### src/asm_pkg.sv
// Constants, field layouts and carrier types for the amplifier status monitor.
// Assumes a byte-wide register port inside the device, one clock, one reset.
package asm_pkg;

  // ==========================================================
  // Register offsets
  localparam logic [7:0] ASM_ADDR_RDIFF_MAG = 8'h6f;
  localparam logic [7:0] ASM_ADDR_ROFFSET = 8'h71;
  localparam logic [7:0] ASM_ADDR_MUTE = 8'h72;
  localparam logic [7:0] ASM_ADDR_RATE = 8'h73;
  localparam logic [7:0] ASM_ADDR_BOOTPWR = 8'h76;
  localparam logic [7:0] ASM_ADDR_PINS = 8'h77;

  // ==========================================================
  // Field positions
  localparam int ASM_SIGN_BIT = 7;
  localparam int ASM_BOOT_BIT = 7;
  localparam int ASM_GP2_BIT = 5;
  localparam int ASM_MUTE_BIT = 4;
  localparam int ASM_GP0_BIT = 3;
  localparam int ASM_FIELD_LSB = 0;
  localparam int ASM_CODE_MSB = 4;
  localparam int ASM_MUTE_MSB = 1;
  localparam int ASM_RATE_MSB = 2;
  localparam int ASM_PWR_MSB = 3;

  // ==========================================================
  // Reserved read/write masks and reset values
  localparam logic [7:0] ASM_RSV_ROFFSET_MASK = 8'h60;
  localparam logic [7:0] ASM_RSV_MUTE_MASK = 8'hfc;
  localparam logic [7:0] ASM_RSV_RATE_MASK = 8'hf8;
  localparam logic [7:0] ASM_RSV_BOOTPWR_MASK = 8'h70;
  localparam logic [7:0] ASM_RSV_PINS_MASK = 8'hc0;
  localparam logic [7:0] ASM_RSV_RESET = 8'h00;
  localparam logic [7:0] ASM_UNMAPPED_DATA = 8'h00;

  // ==========================================================
  // Mute decoder codes
  localparam logic [1:0] ASM_MUTE_HIGH = 2'h3;
  localparam logic [1:0] ASM_MUTE_MID = 2'h1;
  localparam logic [1:0] ASM_MUTE_LOW = 2'h0;

  // ==========================================================
  // Boot flag polarity, power state reset and rate mode reset
  localparam logic ASM_BOOT_DONE = 1'b1;
  localparam logic ASM_BOOT_BUSY = 1'b0;
  localparam logic [3:0] ASM_PWR_POWERDOWN = 4'h0;
  localparam logic [2:0] ASM_RATE_RESET = 3'h0;

  // ==========================================================
  // Carrier types
  typedef struct packed {
    logic rightDiffOffsetSign;
    logic [7:0] rightDiffOffsetMagnitude;
    logic [4:0] rightCommonFbOffsetCode;
    logic muteAboveHigh;
    logic muteAboveLow;
    logic autoConfigActive;
    logic [2:0] autoRateMode;
    logic [2:0] swRateMode;
    logic bootDone;
    logic [3:0] outputPowerState;
    logic gpPin2Level;
    logic threeLevelMutePin;
    logic gpPin0Level;
  } asm_status_t;

  typedef struct packed {
    logic [7:0] addr;
    logic wrEn;
    logic rdEn;
    logic [7:0] wrData;
  } asm_reg_req_t;

  typedef struct packed {
    logic rightDiffOffsetSign;
    logic [7:0] rightDiffOffsetMagnitude;
    logic [4:0] rightCommonFbOffsetCode;
    logic [1:0] muteDecodeState;
    logic [2:0] rateModeMonitor;
    logic bootDone;
    logic [3:0] outputPowerState;
    logic gpPin2Level;
    logic threeLevelMutePin;
    logic gpPin0Level;
    logic [7:0] rsvOffset;
    logic [7:0] rsvMute;
    logic [7:0] rsvRate;
    logic [7:0] rsvBootPwr;
    logic [7:0] rsvPins;
    logic [7:0] rdData;
    logic rdValid;
  } asm_state_t;

endpackage

### src/asm_status_monitor_regs.sv
// Status register group of the amplifier, read-only but for reserved bits: offset calibration,
// mute decode, rate mode, boot/power state and raw pin levels.
// Assumes status inputs and register port are synchronous to sys_clk.
`timescale 1ns/10ps

module asm_status_monitor_regs (
  input wire logic sysClk,
  input wire logic rstn,
  input wire asm_pkg::asm_reg_req_t regReq,
  input wire asm_pkg::asm_status_t statusIn,
  output logic [7:0] regRdData,
  output logic regRdValid
);

  // ==========================================================
  // Helpers
  // Only reserved bits take a write; monitor bits keep their status
  function automatic logic [7:0] rsvWrite(input logic [7:0] old, input logic [7:0] data,
                                          input logic [7:0] mask);
    rsvWrite = (old & ~mask) | (data & mask);
  endfunction

  function automatic logic [1:0] muteDecode(input logic aboveHigh, input logic aboveLow);
    if (aboveHigh) begin
      muteDecode = asm_pkg::ASM_MUTE_HIGH;
    end else if (aboveLow) begin
      muteDecode = asm_pkg::ASM_MUTE_MID;
    end else begin
      muteDecode = asm_pkg::ASM_MUTE_LOW;
    end
  endfunction

  // ==========================================================
  // State
  asm_pkg::asm_state_t state;
  asm_pkg::asm_state_t next_state;

  always_comb begin
    next_state = state;
    next_state.rdValid = 1'b0;

    // Status is sampled each cycle so a read sees a coherent snapshot
    next_state.rightDiffOffsetSign = statusIn.rightDiffOffsetSign;
    next_state.rightDiffOffsetMagnitude = statusIn.rightDiffOffsetMagnitude;
    next_state.rightCommonFbOffsetCode = statusIn.rightCommonFbOffsetCode;
    next_state.muteDecodeState = muteDecode(statusIn.muteAboveHigh,
                                            statusIn.muteAboveLow);
    // Codes pass untouched; the meaning depends on the mode in use
    if (statusIn.autoConfigActive) begin
      next_state.rateModeMonitor = statusIn.autoRateMode;
    end else begin
      next_state.rateModeMonitor = statusIn.swRateMode;
    end
    next_state.bootDone = statusIn.bootDone ? asm_pkg::ASM_BOOT_DONE
                                            : asm_pkg::ASM_BOOT_BUSY;
    next_state.outputPowerState = statusIn.outputPowerState;
    next_state.gpPin2Level = statusIn.gpPin2Level;
    next_state.threeLevelMutePin = statusIn.threeLevelMutePin;
    next_state.gpPin0Level = statusIn.gpPin0Level;

    // ==========================================================
    // Writes
    if (regReq.wrEn) begin
      case (regReq.addr)
        asm_pkg::ASM_ADDR_ROFFSET: begin
          next_state.rsvOffset = rsvWrite(state.rsvOffset, regReq.wrData,
                                          asm_pkg::ASM_RSV_ROFFSET_MASK);
        end
        asm_pkg::ASM_ADDR_MUTE: begin
          next_state.rsvMute = rsvWrite(state.rsvMute, regReq.wrData,
                                        asm_pkg::ASM_RSV_MUTE_MASK);
        end
        asm_pkg::ASM_ADDR_RATE: begin
          next_state.rsvRate = rsvWrite(state.rsvRate, regReq.wrData,
                                        asm_pkg::ASM_RSV_RATE_MASK);
        end
        asm_pkg::ASM_ADDR_BOOTPWR: begin
          next_state.rsvBootPwr = rsvWrite(state.rsvBootPwr, regReq.wrData,
                                           asm_pkg::ASM_RSV_BOOTPWR_MASK);
        end
        asm_pkg::ASM_ADDR_PINS: begin
          next_state.rsvPins = rsvWrite(state.rsvPins, regReq.wrData,
                                        asm_pkg::ASM_RSV_PINS_MASK);
        end
        default: begin
          // Magnitude register and unmapped offsets take no write
        end
      endcase
    end

    // ==========================================================
    // Reads, one cycle latency from the registered snapshot
    if (regReq.rdEn) begin
      next_state.rdValid = 1'b1;
      next_state.rdData = asm_pkg::ASM_UNMAPPED_DATA;
      case (regReq.addr)
        asm_pkg::ASM_ADDR_RDIFF_MAG: begin
          next_state.rdData = state.rightDiffOffsetMagnitude;
        end
        asm_pkg::ASM_ADDR_ROFFSET: begin
          next_state.rdData = state.rsvOffset;
          next_state.rdData[asm_pkg::ASM_SIGN_BIT] = state.rightDiffOffsetSign;
          next_state.rdData[asm_pkg::ASM_CODE_MSB:asm_pkg::ASM_FIELD_LSB] =
            state.rightCommonFbOffsetCode;
        end
        asm_pkg::ASM_ADDR_MUTE: begin
          next_state.rdData = state.rsvMute;
          next_state.rdData[asm_pkg::ASM_MUTE_MSB:asm_pkg::ASM_FIELD_LSB] =
            state.muteDecodeState;
        end
        asm_pkg::ASM_ADDR_RATE: begin
          next_state.rdData = state.rsvRate;
          next_state.rdData[asm_pkg::ASM_RATE_MSB:asm_pkg::ASM_FIELD_LSB] =
            state.rateModeMonitor;
        end
        asm_pkg::ASM_ADDR_BOOTPWR: begin
          next_state.rdData = state.rsvBootPwr;
          next_state.rdData[asm_pkg::ASM_BOOT_BIT] = state.bootDone;
          next_state.rdData[asm_pkg::ASM_PWR_MSB:asm_pkg::ASM_FIELD_LSB] =
            state.outputPowerState;
        end
        asm_pkg::ASM_ADDR_PINS: begin
          // Unused low pins read zero
          next_state.rdData = state.rsvPins;
          next_state.rdData[asm_pkg::ASM_GP2_BIT] = state.gpPin2Level;
          next_state.rdData[asm_pkg::ASM_MUTE_BIT] = state.threeLevelMutePin;
          next_state.rdData[asm_pkg::ASM_GP0_BIT] = state.gpPin0Level;
        end
        default: begin
          next_state.rdData = asm_pkg::ASM_UNMAPPED_DATA;
        end
      endcase
    end
  end

  // ==========================================================
  // Registers
  always_ff @(posedge sysClk or negedge rstn) begin
    if (!rstn) begin
      state.rightDiffOffsetSign <= '0;
      state.rightDiffOffsetMagnitude <= '0;
      state.rightCommonFbOffsetCode <= '0;
      state.muteDecodeState <= asm_pkg::ASM_MUTE_LOW;
      state.rateModeMonitor <= asm_pkg::ASM_RATE_RESET;
      state.bootDone <= asm_pkg::ASM_BOOT_BUSY;
      state.outputPowerState <= asm_pkg::ASM_PWR_POWERDOWN;
      state.gpPin2Level <= '0;
      state.threeLevelMutePin <= '0;
      state.gpPin0Level <= '0;
      state.rsvOffset <= asm_pkg::ASM_RSV_RESET;
      state.rsvMute <= asm_pkg::ASM_RSV_RESET;
      state.rsvRate <= asm_pkg::ASM_RSV_RESET;
      state.rsvBootPwr <= asm_pkg::ASM_RSV_RESET;
      state.rsvPins <= asm_pkg::ASM_RSV_RESET;
      state.rdData <= asm_pkg::ASM_UNMAPPED_DATA;
      state.rdValid <= '0;
    end else begin
      state <= next_state;
    end
  end

  assign regRdData = state.rdData;
  assign regRdValid = state.rdValid;

endmodule

### config.mk
export PLATFORM = sky130hd
export DESIGN_NAME = asm_status_monitor_regs
export DESIGN_NICKNAME = d
export VERILOG_FILES = /design/src/asm_pkg.sv /design/src/asm_status_monitor_regs.sv
export SDC_FILE = /design/constraint.sdc
export NUM_CORES = 1
export LEC_CHECK = 0
export BUFFER_PORTS_ARGS = -buffer_cell sky130_fd_sc_hd__buf_2
export CAP_MARGIN = 0
export CORE_MARGIN = 10
export CORE_UTILIZATION = 35
export DETAILED_ROUTE_END_ITERATION = 16
export PLACE_DENSITY = 0.63
export SLEW_MARGIN = 15
export SYNTH_ARGS = -nofsm -noshare
export SYNTH_HDL_FRONTEND = slang
export SYNTH_SLANG_ARGS = --single-unit
### constraint.sdc
create_clock -name sysClk -period 1.3 [get_ports sysClk]
set_clock_uncertainty 0.05 [all_clocks]
set_input_delay 0.39 -clock sysClk [delete_from_list [all_inputs] [get_ports sysClk]]
set_output_delay 0.39 -clock sysClk [all_outputs]
set_load 0.1 [all_outputs]
# Word level (Yosys, flattened, before mapping)

Cells that the tools add are included.
Widths: inputs -> output; s select.

Input port bits: 51
Bits in registers: 76
Output and inout bits: 9
Logic and storage cells: 39

Equal/unequal tests: 6
Bitwise operators: 5
Reductions and logical operators: 5
Multiplexer cells: 6

Operator list:

| operator           | count |
|---|---|
| $eq 8x7->1 const B | 6 |
| $pmux 8 s6         | 1 |
| $or 8x7->8         | 2 |
| $reduce_and 2->1   | 5 |
| $or 2x8->8         | 1 |
| $or 3x8->8         | 1 |
| $or 6x8->8         | 1 |
| $mux 1             | 3 |
| $mux 3             | 1 |
| $mux 2             | 1 |

# Logic depth before layout (Yosys ltp)

Gate-level depths: netlist of the first run.

Word-level depth: 2
Gate-level depth with buffers: 6
Mapped depth without buffers: 4

# Least setup slack after synthesis of the first run

OpenSTA, ideal clock, no wires.

Path kind: input-to-reg
From: in regReq[13] in the netlist's numbering
To: reg state[28] in the netlist's numbering
Setup slack: -0.433 ns
Library setup time: 0.125 ns
Data required time: 1.125 ns
Path buffers: 2
Arrival time: 1.557 ns
Stages: 6
Cell sequence: and4bb_1 -> buf_6 -> nand2_2 -> or3_1 -> buf_6 -> mux2_4

Word-level cells in the longest chain between the ends: 2

RTL lines:

| item                              | line                           | text |
|---|---|---|
| from (decl)                       | asm_status_monitor_regs.sv:9   | `input wire asm_pkg::asm_reg_req_t regReq,` |
| $eq 8x7->1                        | asm_status_monitor_regs.sv:64  | `case (regReq.addr)` |
| $reduce_and 2->1 (no source line) | -                              |  |
| to (signal assigned)              | asm_status_monitor_regs.sv:158 | `state <= next_state;` |
| to (decl)                         | asm_status_monitor_regs.sv:35  | `asm_pkg::asm_state_t state;` |

No other way between the ends.
A chain may end at the register's enable or synchronous reset.

# Worst setup path after layout of the first run

From: in regReq[13] in the netlist's numbering
To: reg state[31] in the netlist's numbering

The elaborated chain is that of the path after synthesis.

==> results of run 1 <==
## worst max-delay path: cells and delay by family
family	cells	cell delay [ps]
multiplexers	1	310
buffers and inverters	1	90
AND/OR/NAND/NOR	3	770
## cells by family after synthesis
| family | Yosys count |
|---|---|
| flip-flops | 54 |
| buffers and inverters | 19 |
| XOR/XNOR | 1 |
| multiplexers | 30 |
| AO/OA/AOI/OAI | 38 |
| AND/OR/NAND/NOR | 41 |
## per-stage QoR
step                setup slack, ps  instance area (um2)  instances   util  hold WS (ps)
detailed placement             -570                 3020        330  0.468           278
global route                   -163                 3310        342  0.512           120
global placement               -549                 3020        330  0.468           275
finish                         -122                 3310        342  0.512           132
floorplan                      -433                 2390        183      -          44.4
CTS                            -117                 3250        340  0.503           121
## repair_timing
action                                  CTS  global route
resized for setup                        14             8
buffers inserted                          1             2
hold buffers                              1             0
pin swaps                                 4             3
cloned                                    0             0
endpoints found under the setup margin   29            31
endpoints found under the hold margin    12             0
## per-layer routing
layer,wire (um),vias up,global-route usage
li1,-,821,-
met1,2570,801,0.143
met2,2400,57,0.166
met3,412,6,0.0445
met4,37,0,0.0260
met5,0,-,0
## area by class of cell
type	instances	share of cell area
inverter	2	0.00227
sequential	54	0.409
multi-input combinational	110	0.299
tap	77	0.0291
clock inverter	2	0.0181
timing repair buffer	91	0.218
clock buffer	6	0.0250
## placed cells by master (no fill, tap or decap), types with 2 or more instances in the layout
cell type	count
dfrtp_1	53
buf_2	45
buf_4	30
mux2_2	15
nand3b_1	11
a21oi_1	10
buf_12	10
mux2i_1	8
o2bb2ai_1	7
mux2_4	7
clkbuf_8	6
a21boi_0	5
and2_1	5
o21ai_0	5
nor2_1	5
buf_6	4
a32o_1	3
a22oi_1	3
nand2_1	3
inv_1	2
o31ai_1	2
bufinv_16	2
## cells in the mapped netlist
cell	instances
buf_6	2
and3_1	2
xnor2_1	1
a32oi_1	1
and2b_1	1
a32o_1	3
and2_1	5
nand3b_1	11
nor3b_1	1
buf_4	8
and3b_1	1
nand3_1	2
buf_2	3
dfrtp_1	54
nor2_1	5
or3_1	1
clkbuf_1	4
nand2_2	1
o2bb2ai_1	8
nand4_1	1
or2_2	1
a22oi_1	3
o31ai_1	3
mux2_2	17
and4bb_1	1
mux2_4	5
a21oi_1	10
nor3_1	1
nand2_1	3
nor2b_1	3
nor4bb_1	1
mux2i_1	8
o21ai_0	5
inv_1	2
a21boi_0	5
## sequential cells by signal, summed over array words and instances (netlist names)
| name | cells |
|---|---|
| regRdValid | 1 |
| state | 45 |
| regRdData | 8 |
## worst paths after layout
check / from / end / slack [ps]
worst max-delay path: regReq[13] / state[31] / -120
worst min-delay path: statusIn[18] / state[63] / 130
worst max register to register: state[52] / regRdData[0] / 160
worst min register to register: state[23] / state[23] / 460
max in group asynchronous: rstn / state[55] / 200
min in group asynchronous: rstn / state[39] / 480
## power by group
group / switching (mW) / internal [mW]
clock network: 0.528 / 0.821
logic: 0.275 / 0.259
registers: 0.0400 / 1.76
==> flow_summary.toml, run 1 <==
[run_status]
run_status = "complete, but fails checks"
violations = "setup timing"

[pwr]
ir_worst_vdd_v = 0.000565
total_power_mw = 3.69
p_leak_nw = 1.56
p_per_area_mw_per_mm2 = 1110

[cts]
numCtsBuffers = 5
cts_num_sinks = 54
cts_max_path_buffers = 2
clk_pin_slew_worst_paths_ps = 100
insertion_delay_ps = 310
cts-root-buf = "clkbuf_8"
htreeDepth = 2
cts_tree = "built"

[logic_synthesis]
synth_xor_area_frac = 0.00372
yosysTopAreaCell = "dfrtp_1"
synthMuxAreaShare = 0.147
yosys_warnings = 0
synth_top_family_by_area = "multiplexers"
synth-seq-cells = 54
synth_top_cell_area_share = 0.574
synth_area_leaders = "dfrtp_1 57%, mux2_2 8.1%, nand3b_1 3.5%"
avgSynthCellArea_um2 = 12.9
syn_inst = 183
syn-num-nets = 234
synth_compound_area_frac = 0.113
synth_adder_area_share = 0
synth_area_mm2 = 0.00235
ys_types = 35
synth-simple-area-share = 0.111
ys_seq_area_frac = 0.574

[cells_and_area]
diodes = 0
fillCellCount = 549
nets = 315
area_growth_pct = 40.5
multi_input_area_um2 = 990
register_area_mm2 = 0.00135
drive_above_1_share = 0.509

[grt]
antenna_found_initial = 0
grt_pass1_wl_um = 9040
grt_max_degree = 17
grt_pass1_vias = 1886
overflow = 0
grtUsageTotal = 0.109

[worst_setup_path]
worstPathArrival_ps = 1570
worstPathCellList = "buf_6 > and4bb_1 > nand2_2 > or3_4 > mux2_4"
crit_path_max_incr_delay_ps = 390
critPathKind = "input pin to flop"
r2r_cells = 4
critical_path.startpoint_type = "input pin"
cp_max_fo = 5
slowest_stage = "or3_4"
critPathCaptureType = "flop"
critical_path_required_ps = 1440

[drt]
postRouteAntennaNets = 0
wl_per_cell_um = 15.8
drc = 0
drt_iter0_drc = 27
wl_um = 5420
viasPerCell = 4.93
num_vias = 1685
first_pass_iters = 4

[sta]
rsz0062_at_grt = "yes"
tns_ps = -1520
worst_slack_ps = -122
relSlewSlack = 0.752
slew_violations = 0
period_share = 1.09
timing.final.crit_period_ps = 1420
setup_viol = 28
fmax_mhz = 703
finalHoldViolations = 0
worst_pin_slew_ps = 372

[min_path]
hp-class = "input pin to flop"
min_path_cells = 1

[floorplanning]
ios = 60
die_h_um = 102
rows = 29
start_util = 0.365
fp.coreArea_mm2 = 0.00646
dieArea_mm2 = 0.0104
die_w_um = 102

[place]
portBuffers = 57
routabilityCongestion = 0.781
dp_hpwl_um = 4240

[flow_run]
max_cap_violations = 0
No activity file was read; power rests on OpenSTA's default activity.
==> run 2: changes to the inputs <==
--- a/config.mk
+++ b/config.mk
@@ -10,7 +10,8 @@
 export CORE_MARGIN = 10
 export CORE_UTILIZATION = 35
 export DETAILED_ROUTE_END_ITERATION = 16
-export PLACE_DENSITY = 0.63
+export PLACE_DENSITY = 0.65
+export SETUP_SLACK_MARGIN = 0.4
 export SLEW_MARGIN = 15
 export SYNTH_ARGS = -nofsm -noshare
 export SYNTH_HDL_FRONTEND = slang
==> constraint.sdc (replaced) <==
create_clock -name sysClk -period 1.28 [get_ports sysClk]
set_clock_uncertainty 0.05 [all_clocks]
set_input_delay 0.384 -clock sysClk [delete_from_list [all_inputs] [get_ports sysClk]]
set_output_delay 0.384 -clock sysClk [all_outputs]
set_load 0.1 [all_outputs]
==> flow_summary.toml, run 2 (synthesis gave the netlist of run 1 again) <==
[run_status]
run_status = "complete, but fails checks"
violations = "setup timing"

[place]
portBuffers = 57
postPlaceCellArea_mm2 = 0.00299
dp_hpwl_um = 4170
placedCellCount = 325
routabilityCongestion = 0.774

[cells_and_area]
area_growth_pct = 43.7
final_cells = 340
drive_above_1_share = 0.536
most-common-layout-cells = "53 x dfrtp_1, 41 x buf_2, 23 x buf_4"
diodes = 0
fin_area_mm2 = 0.00338
nets = 313
top_register = "state"
largest_reg_flops = 45
layout.cells.most_common = "dfrtp_1"

[drt]
viasPerCell = 4.93
postRouteAntennaNets = 0
drc = 0
num_vias = 1676
dr_wl_met2_um = 2720
wirelength_met1_um = 2490
drt_iter0_drc = 48
first_pass_iters = 4
wl_met3_um = 334
topRoutingLayerUsed = "met4"
wl_per_cell_um = 16.5
wl_um = 5600

[grt]
grt_pass1_wl_um = 9130
grt_max_degree = 55
antenna_found_initial = 0
grtUsageTotal = 0.111
overflow = 0
grt_pass1_vias = 1853

[worst_setup_path]
cp_max_fo = 5
crit_path_max_incr_delay_ps = 400
worstPathArrival_ps = 1560
slowest_stage = "or3_4"
critical_path.startpoint_type = "input pin"
timing.rr.start = "state[28]"
worstPathCellList = "buf_6 > and4bb_1 > nand2_2 > or3_4 > mux2_4"
reg2reg_slack_ps = 140
critical_path_required_ps = 1420
critPathCaptureType = "flop"
cp_num_buf_inv = 1
cp_top_family = "simple AND/OR/NAND/NOR gates"
cp-startpoint = "regReq[13]"
critPathKind = "input pin to flop"

[cts]
htreeDepth = 2
insertion_delay_ps = 310
cts_max_path_buffers = 2
cts_tree = "built"
clk_pin_slew_worst_paths_ps = 90
numCtsBuffers = 5
cts_num_sinks = 54
cts_hold_buf = 0
cts-root-buf = "clkbuf_8"

[pwr]
p_leak_nw = 1.57
ir_worst_vdd_v = 0.000622
p_per_area_mw_per_mm2 = 1040
total_power_mw = 3.52

[sta]
tns_ps = -2010
worst_slack_ps = -142
timing.final.crit_period_ps = 1420
holdWs_ps = 4.16
period_share = 1.11
finalHoldViolations = 0
slew_violations = 0
fmax_mhz = 703
relSlewSlack = 0.726
setup_viol = 25
rsz0062_at_grt = "yes"
worst_pin_slew_ps = 410

[floorplanning]
dieArea_mm2 = 0.0104
start_util = 0.365
die_w_um = 102
die_h_um = 102
ios = 60
rows = 29
fp.coreArea_mm2 = 0.00646

[min_path]
hp-class = "input pin to asynchronous set/reset pin"

[flow_run]
max_cap_violations = 0
run 2: layout make-up:
cell class	instances	area (um2)
fill	565	3070
tap	77	96.3
timing repair buffer	89	754
inverter	2	7.51
sequential	54	1360
clock buffer	6	72.6
multi-input combinational	110	1060
clock inverter	2	37.5
run 2: where the power goes:
| part | switching (mW) | internal [mW] |
|---|---|---|
| combinational | 0.289 | 0.277 |
| sequential | 0.0434 | 1.79 |
| clock | 0.535 | 0.584 |
run 2: through the flow:
step	worst slack (ps)	util
global route	-158	0.524
global placement	-535	0.464
floorplan	-446	-
CTS	-133	0.508
finish	-142	0.524
detailed placement	-574	0.464
run 2: worst paths after layout:
path                           endpoint  cells after the start
setup / recovery              state[29]                      5
hold / removal                state[59]                      2
setup reg to reg           regRdData[3]                      4
hold reg to reg               state[35]                      1
max in group asynchronous    regRdValid                      2
min in group sysClk           state[50]                      1
run 2: worst reg2reg max path, stage by stage (launching register included):
cell       delay [ps]
dfrtp_1           390
mux2i_1           250
o2bb2ai_4          90
a21oi_2           180
a21oi_2            70
run 2: layer usage:
metal,global-route usage,vias to the layer above
met5,0,-
met4,0.0260,0
met3,0.0405,6
met2,0.182,46
met1,0.137,811
li1,-,813
run 2: what timing repair did:
action / in CTS / in global routing
buffers inserted: 3 / 4
gates resized for setup: 29 / 19
endpoints found under the setup margin: 35 / 35
pin swaps: 15 / 11
cloned: 0 / 0
==> run 3: changes to the inputs <==
--- a/config.mk
+++ b/config.mk
@@ -10,7 +10,8 @@
 export CORE_MARGIN = 10
 export CORE_UTILIZATION = 35
 export DETAILED_ROUTE_END_ITERATION = 16
-export PLACE_DENSITY = 0.65
+export HOLD_SLACK_MARGIN = 0.03
+export PLACE_DENSITY = 0.59
 export SETUP_SLACK_MARGIN = 0.4
 export SLEW_MARGIN = 15
 export SYNTH_ARGS = -nofsm -noshare
==> flow_summary.toml, run 3 (synthesis gave the netlist of run 1 again) <==
[worst_setup_path]
timing.rr.start = "state[52]"
critPathCaptureType = "flop"
r2r_cells = 4
worstPathCellList = "buf_6 > and4bb_1 > nand2_2 > or3_4 > mux2_4"
worstPathArrival_ps = 1570
cp_max_fo = 5
reg2reg_slack_ps = 120
reg2reg_to = "regRdData[0]"
slowest_stage = "or3_4"
path_depth = 5
cp-endpoint = "state[31]"
critical_path.startpoint_type = "input pin"
critPathKind = "input pin to flop"
cp_num_buf_inv = 1
critical_path_required_ps = 1420
crit_path_max_incr_delay_ps = 390
cp_top_family = "simple AND/OR/NAND/NOR gates"
cp-startpoint = "regReq[12]"

[floorplanning]
die_w_um = 102
dieArea_mm2 = 0.0104
fp.coreArea_mm2 = 0.00646
rows = 29
ios = 60
start_util = 0.365
die_h_um = 102

[cells_and_area]
layout.cells.most_common = "dfrtp_1"
diodes = 0
nets = 315
finish.utilization = 0.537
area_growth_pct = 47.3
largest_reg_flops = 45
most-common-layout-cells = "53 x dfrtp_1, 42 x buf_2, 25 x buf_4"
drive_above_1_share = 0.577
top_register = "state"
final_cells = 342

[drt]
num_vias = 1667
wl_um = 5510
viasPerCell = 4.87
drt_iter0_drc = 50
postRouteAntennaNets = 0
wl_per_cell_um = 16.1
first_pass_iters = 4
drc = 0

[sta]
timing.final.crit_period_ps = 1420
relSlewSlack = 0.691
worst_slack_ps = -144
rsz0062_at_grt = "yes"
worst_pin_slew_ps = 462
setup_viol = 27
finalHoldViolations = 0
slew_violations = 0
period_share = 1.11
fmax_mhz = 702

[place]
placedCellCount = 321
portBuffers = 57
dp_hpwl_um = 4090
routabilityCongestion = 0.797

[cts]
numCtsBuffers = 5
cts_num_sinks = 54
clk_pin_slew_worst_paths_ps = 100
cts-root-buf = "clkbuf_8"
insertion_delay_ps = 310
htreeDepth = 2
cts_tree = "built"
cts_max_path_buffers = 2

[grt]
grt_pass1_vias = 1885
overflow = 0
grt_max_degree = 55
grt_pass1_wl_um = 9200
antenna_found_initial = 0
grtUsageTotal = 0.112

[pwr]
pwr-share-seq = 0.537
p_per_area_mw_per_mm2 = 986
internal_power_mw = 2.53
p_comb_frac = 0.173
pwr-share-clk = 0.290
ir_worst_vdd_v = 0.000442
p_leak_nw = 1.59
sw_frac_of_total = 0.260
p_switching_mw = 0.889

[run_status]
violations = "setup timing"
run_status = "complete, but fails checks"

[flow_run]
max_cap_violations = 0

[min_path]
hp-class = "input pin to asynchronous set/reset pin"
==> run 3: cell types whose count changed in the layout (fill, tap and decap cells not counted), sizes merged <==
cell / before / now
buf: 89 / 91
inv: 2 / 3
bufinv: 1 / 0
==> run 3: worst register-to-register path: stages, from the launching register on <==
cell     delay, ps
dfrtp_1        360
nor2b_1        130
a32o_1         200
a22oi_1        200
o31ai_1         90
==> run 3: stage by stage <==
step	power (mW)	setup WS (ps)	TNS, ps	area [um2]	hold slack (ps)
finish	3.42	-144	-2160	3470	1.74
global route	3.60	-153	-3010	3470	5.88
CTS	3.44	-129	-1810	3350	2.51
detailed placement	2.36	-578	-10620	2980	350
global placement	2.35	-562	-10490	2980	348
floorplan	2.13	-446	-5050	2460	38.4
==> run 3: per-layer routing <==
metal | track usage | vias up | share of wire
li1 | - | 814 | -
met1 | 0.144 | 804 | 0.47
met2 | 0.176 | 44 | 0.47
met3 | 0.0371 | 5 | 0.057
met4 | 0.0293 | 0 | 0.0091
met5 | 0 | - | 0
==> run 3: repair_timing <==
action	4_1_cts	5_1_grt
pin swaps	21	15
setup endpoints to repair	35	35
setup buffers	9	4
resized for setup	41	18
hold endpoints to repair	54	30
==> run 3: area by class of cell <==
cell class	instances	area, um2
Sequential cell	54	1360
Clock buffer	6	82.6
Tap cell	77	96.3
Timing Repair Buffer	91	776
Clock inverter	2	16.3
Multi-Input combinational cell	110	1130
Fill cell	581	2990
Inverter	2	7.51
==> run 3: worst min-delay path by stage <==
stage	startpoint	end	slack, ps	cells after the start
floorplan	rstn	regRdData[0]	40	0
global placement	rstn	state[51]	350	2
detailed placement	rstn	state[72]	350	2
CTS	rstn	state[72]	3	2
global route	rstn	state[72]	6	2
finish	rstn	state[50]	2	2
==> run 3: power groups by stage <==
| stage | combinational (mW) | clock (mW) | sequential, mW |
|---|---|---|---|
| after floorplan | 0.264 | 0 | 1.86 |
| after global placement | 0.492 | 0 | 1.86 |
| after detailed placement | 0.496 | 0 | 1.87 |
| after CTS | 0.566 | 1.04 | 1.84 |
| after global routing | 0.637 | 1.12 | 1.85 |
| final | 0.590 | 0.993 | 1.84 |
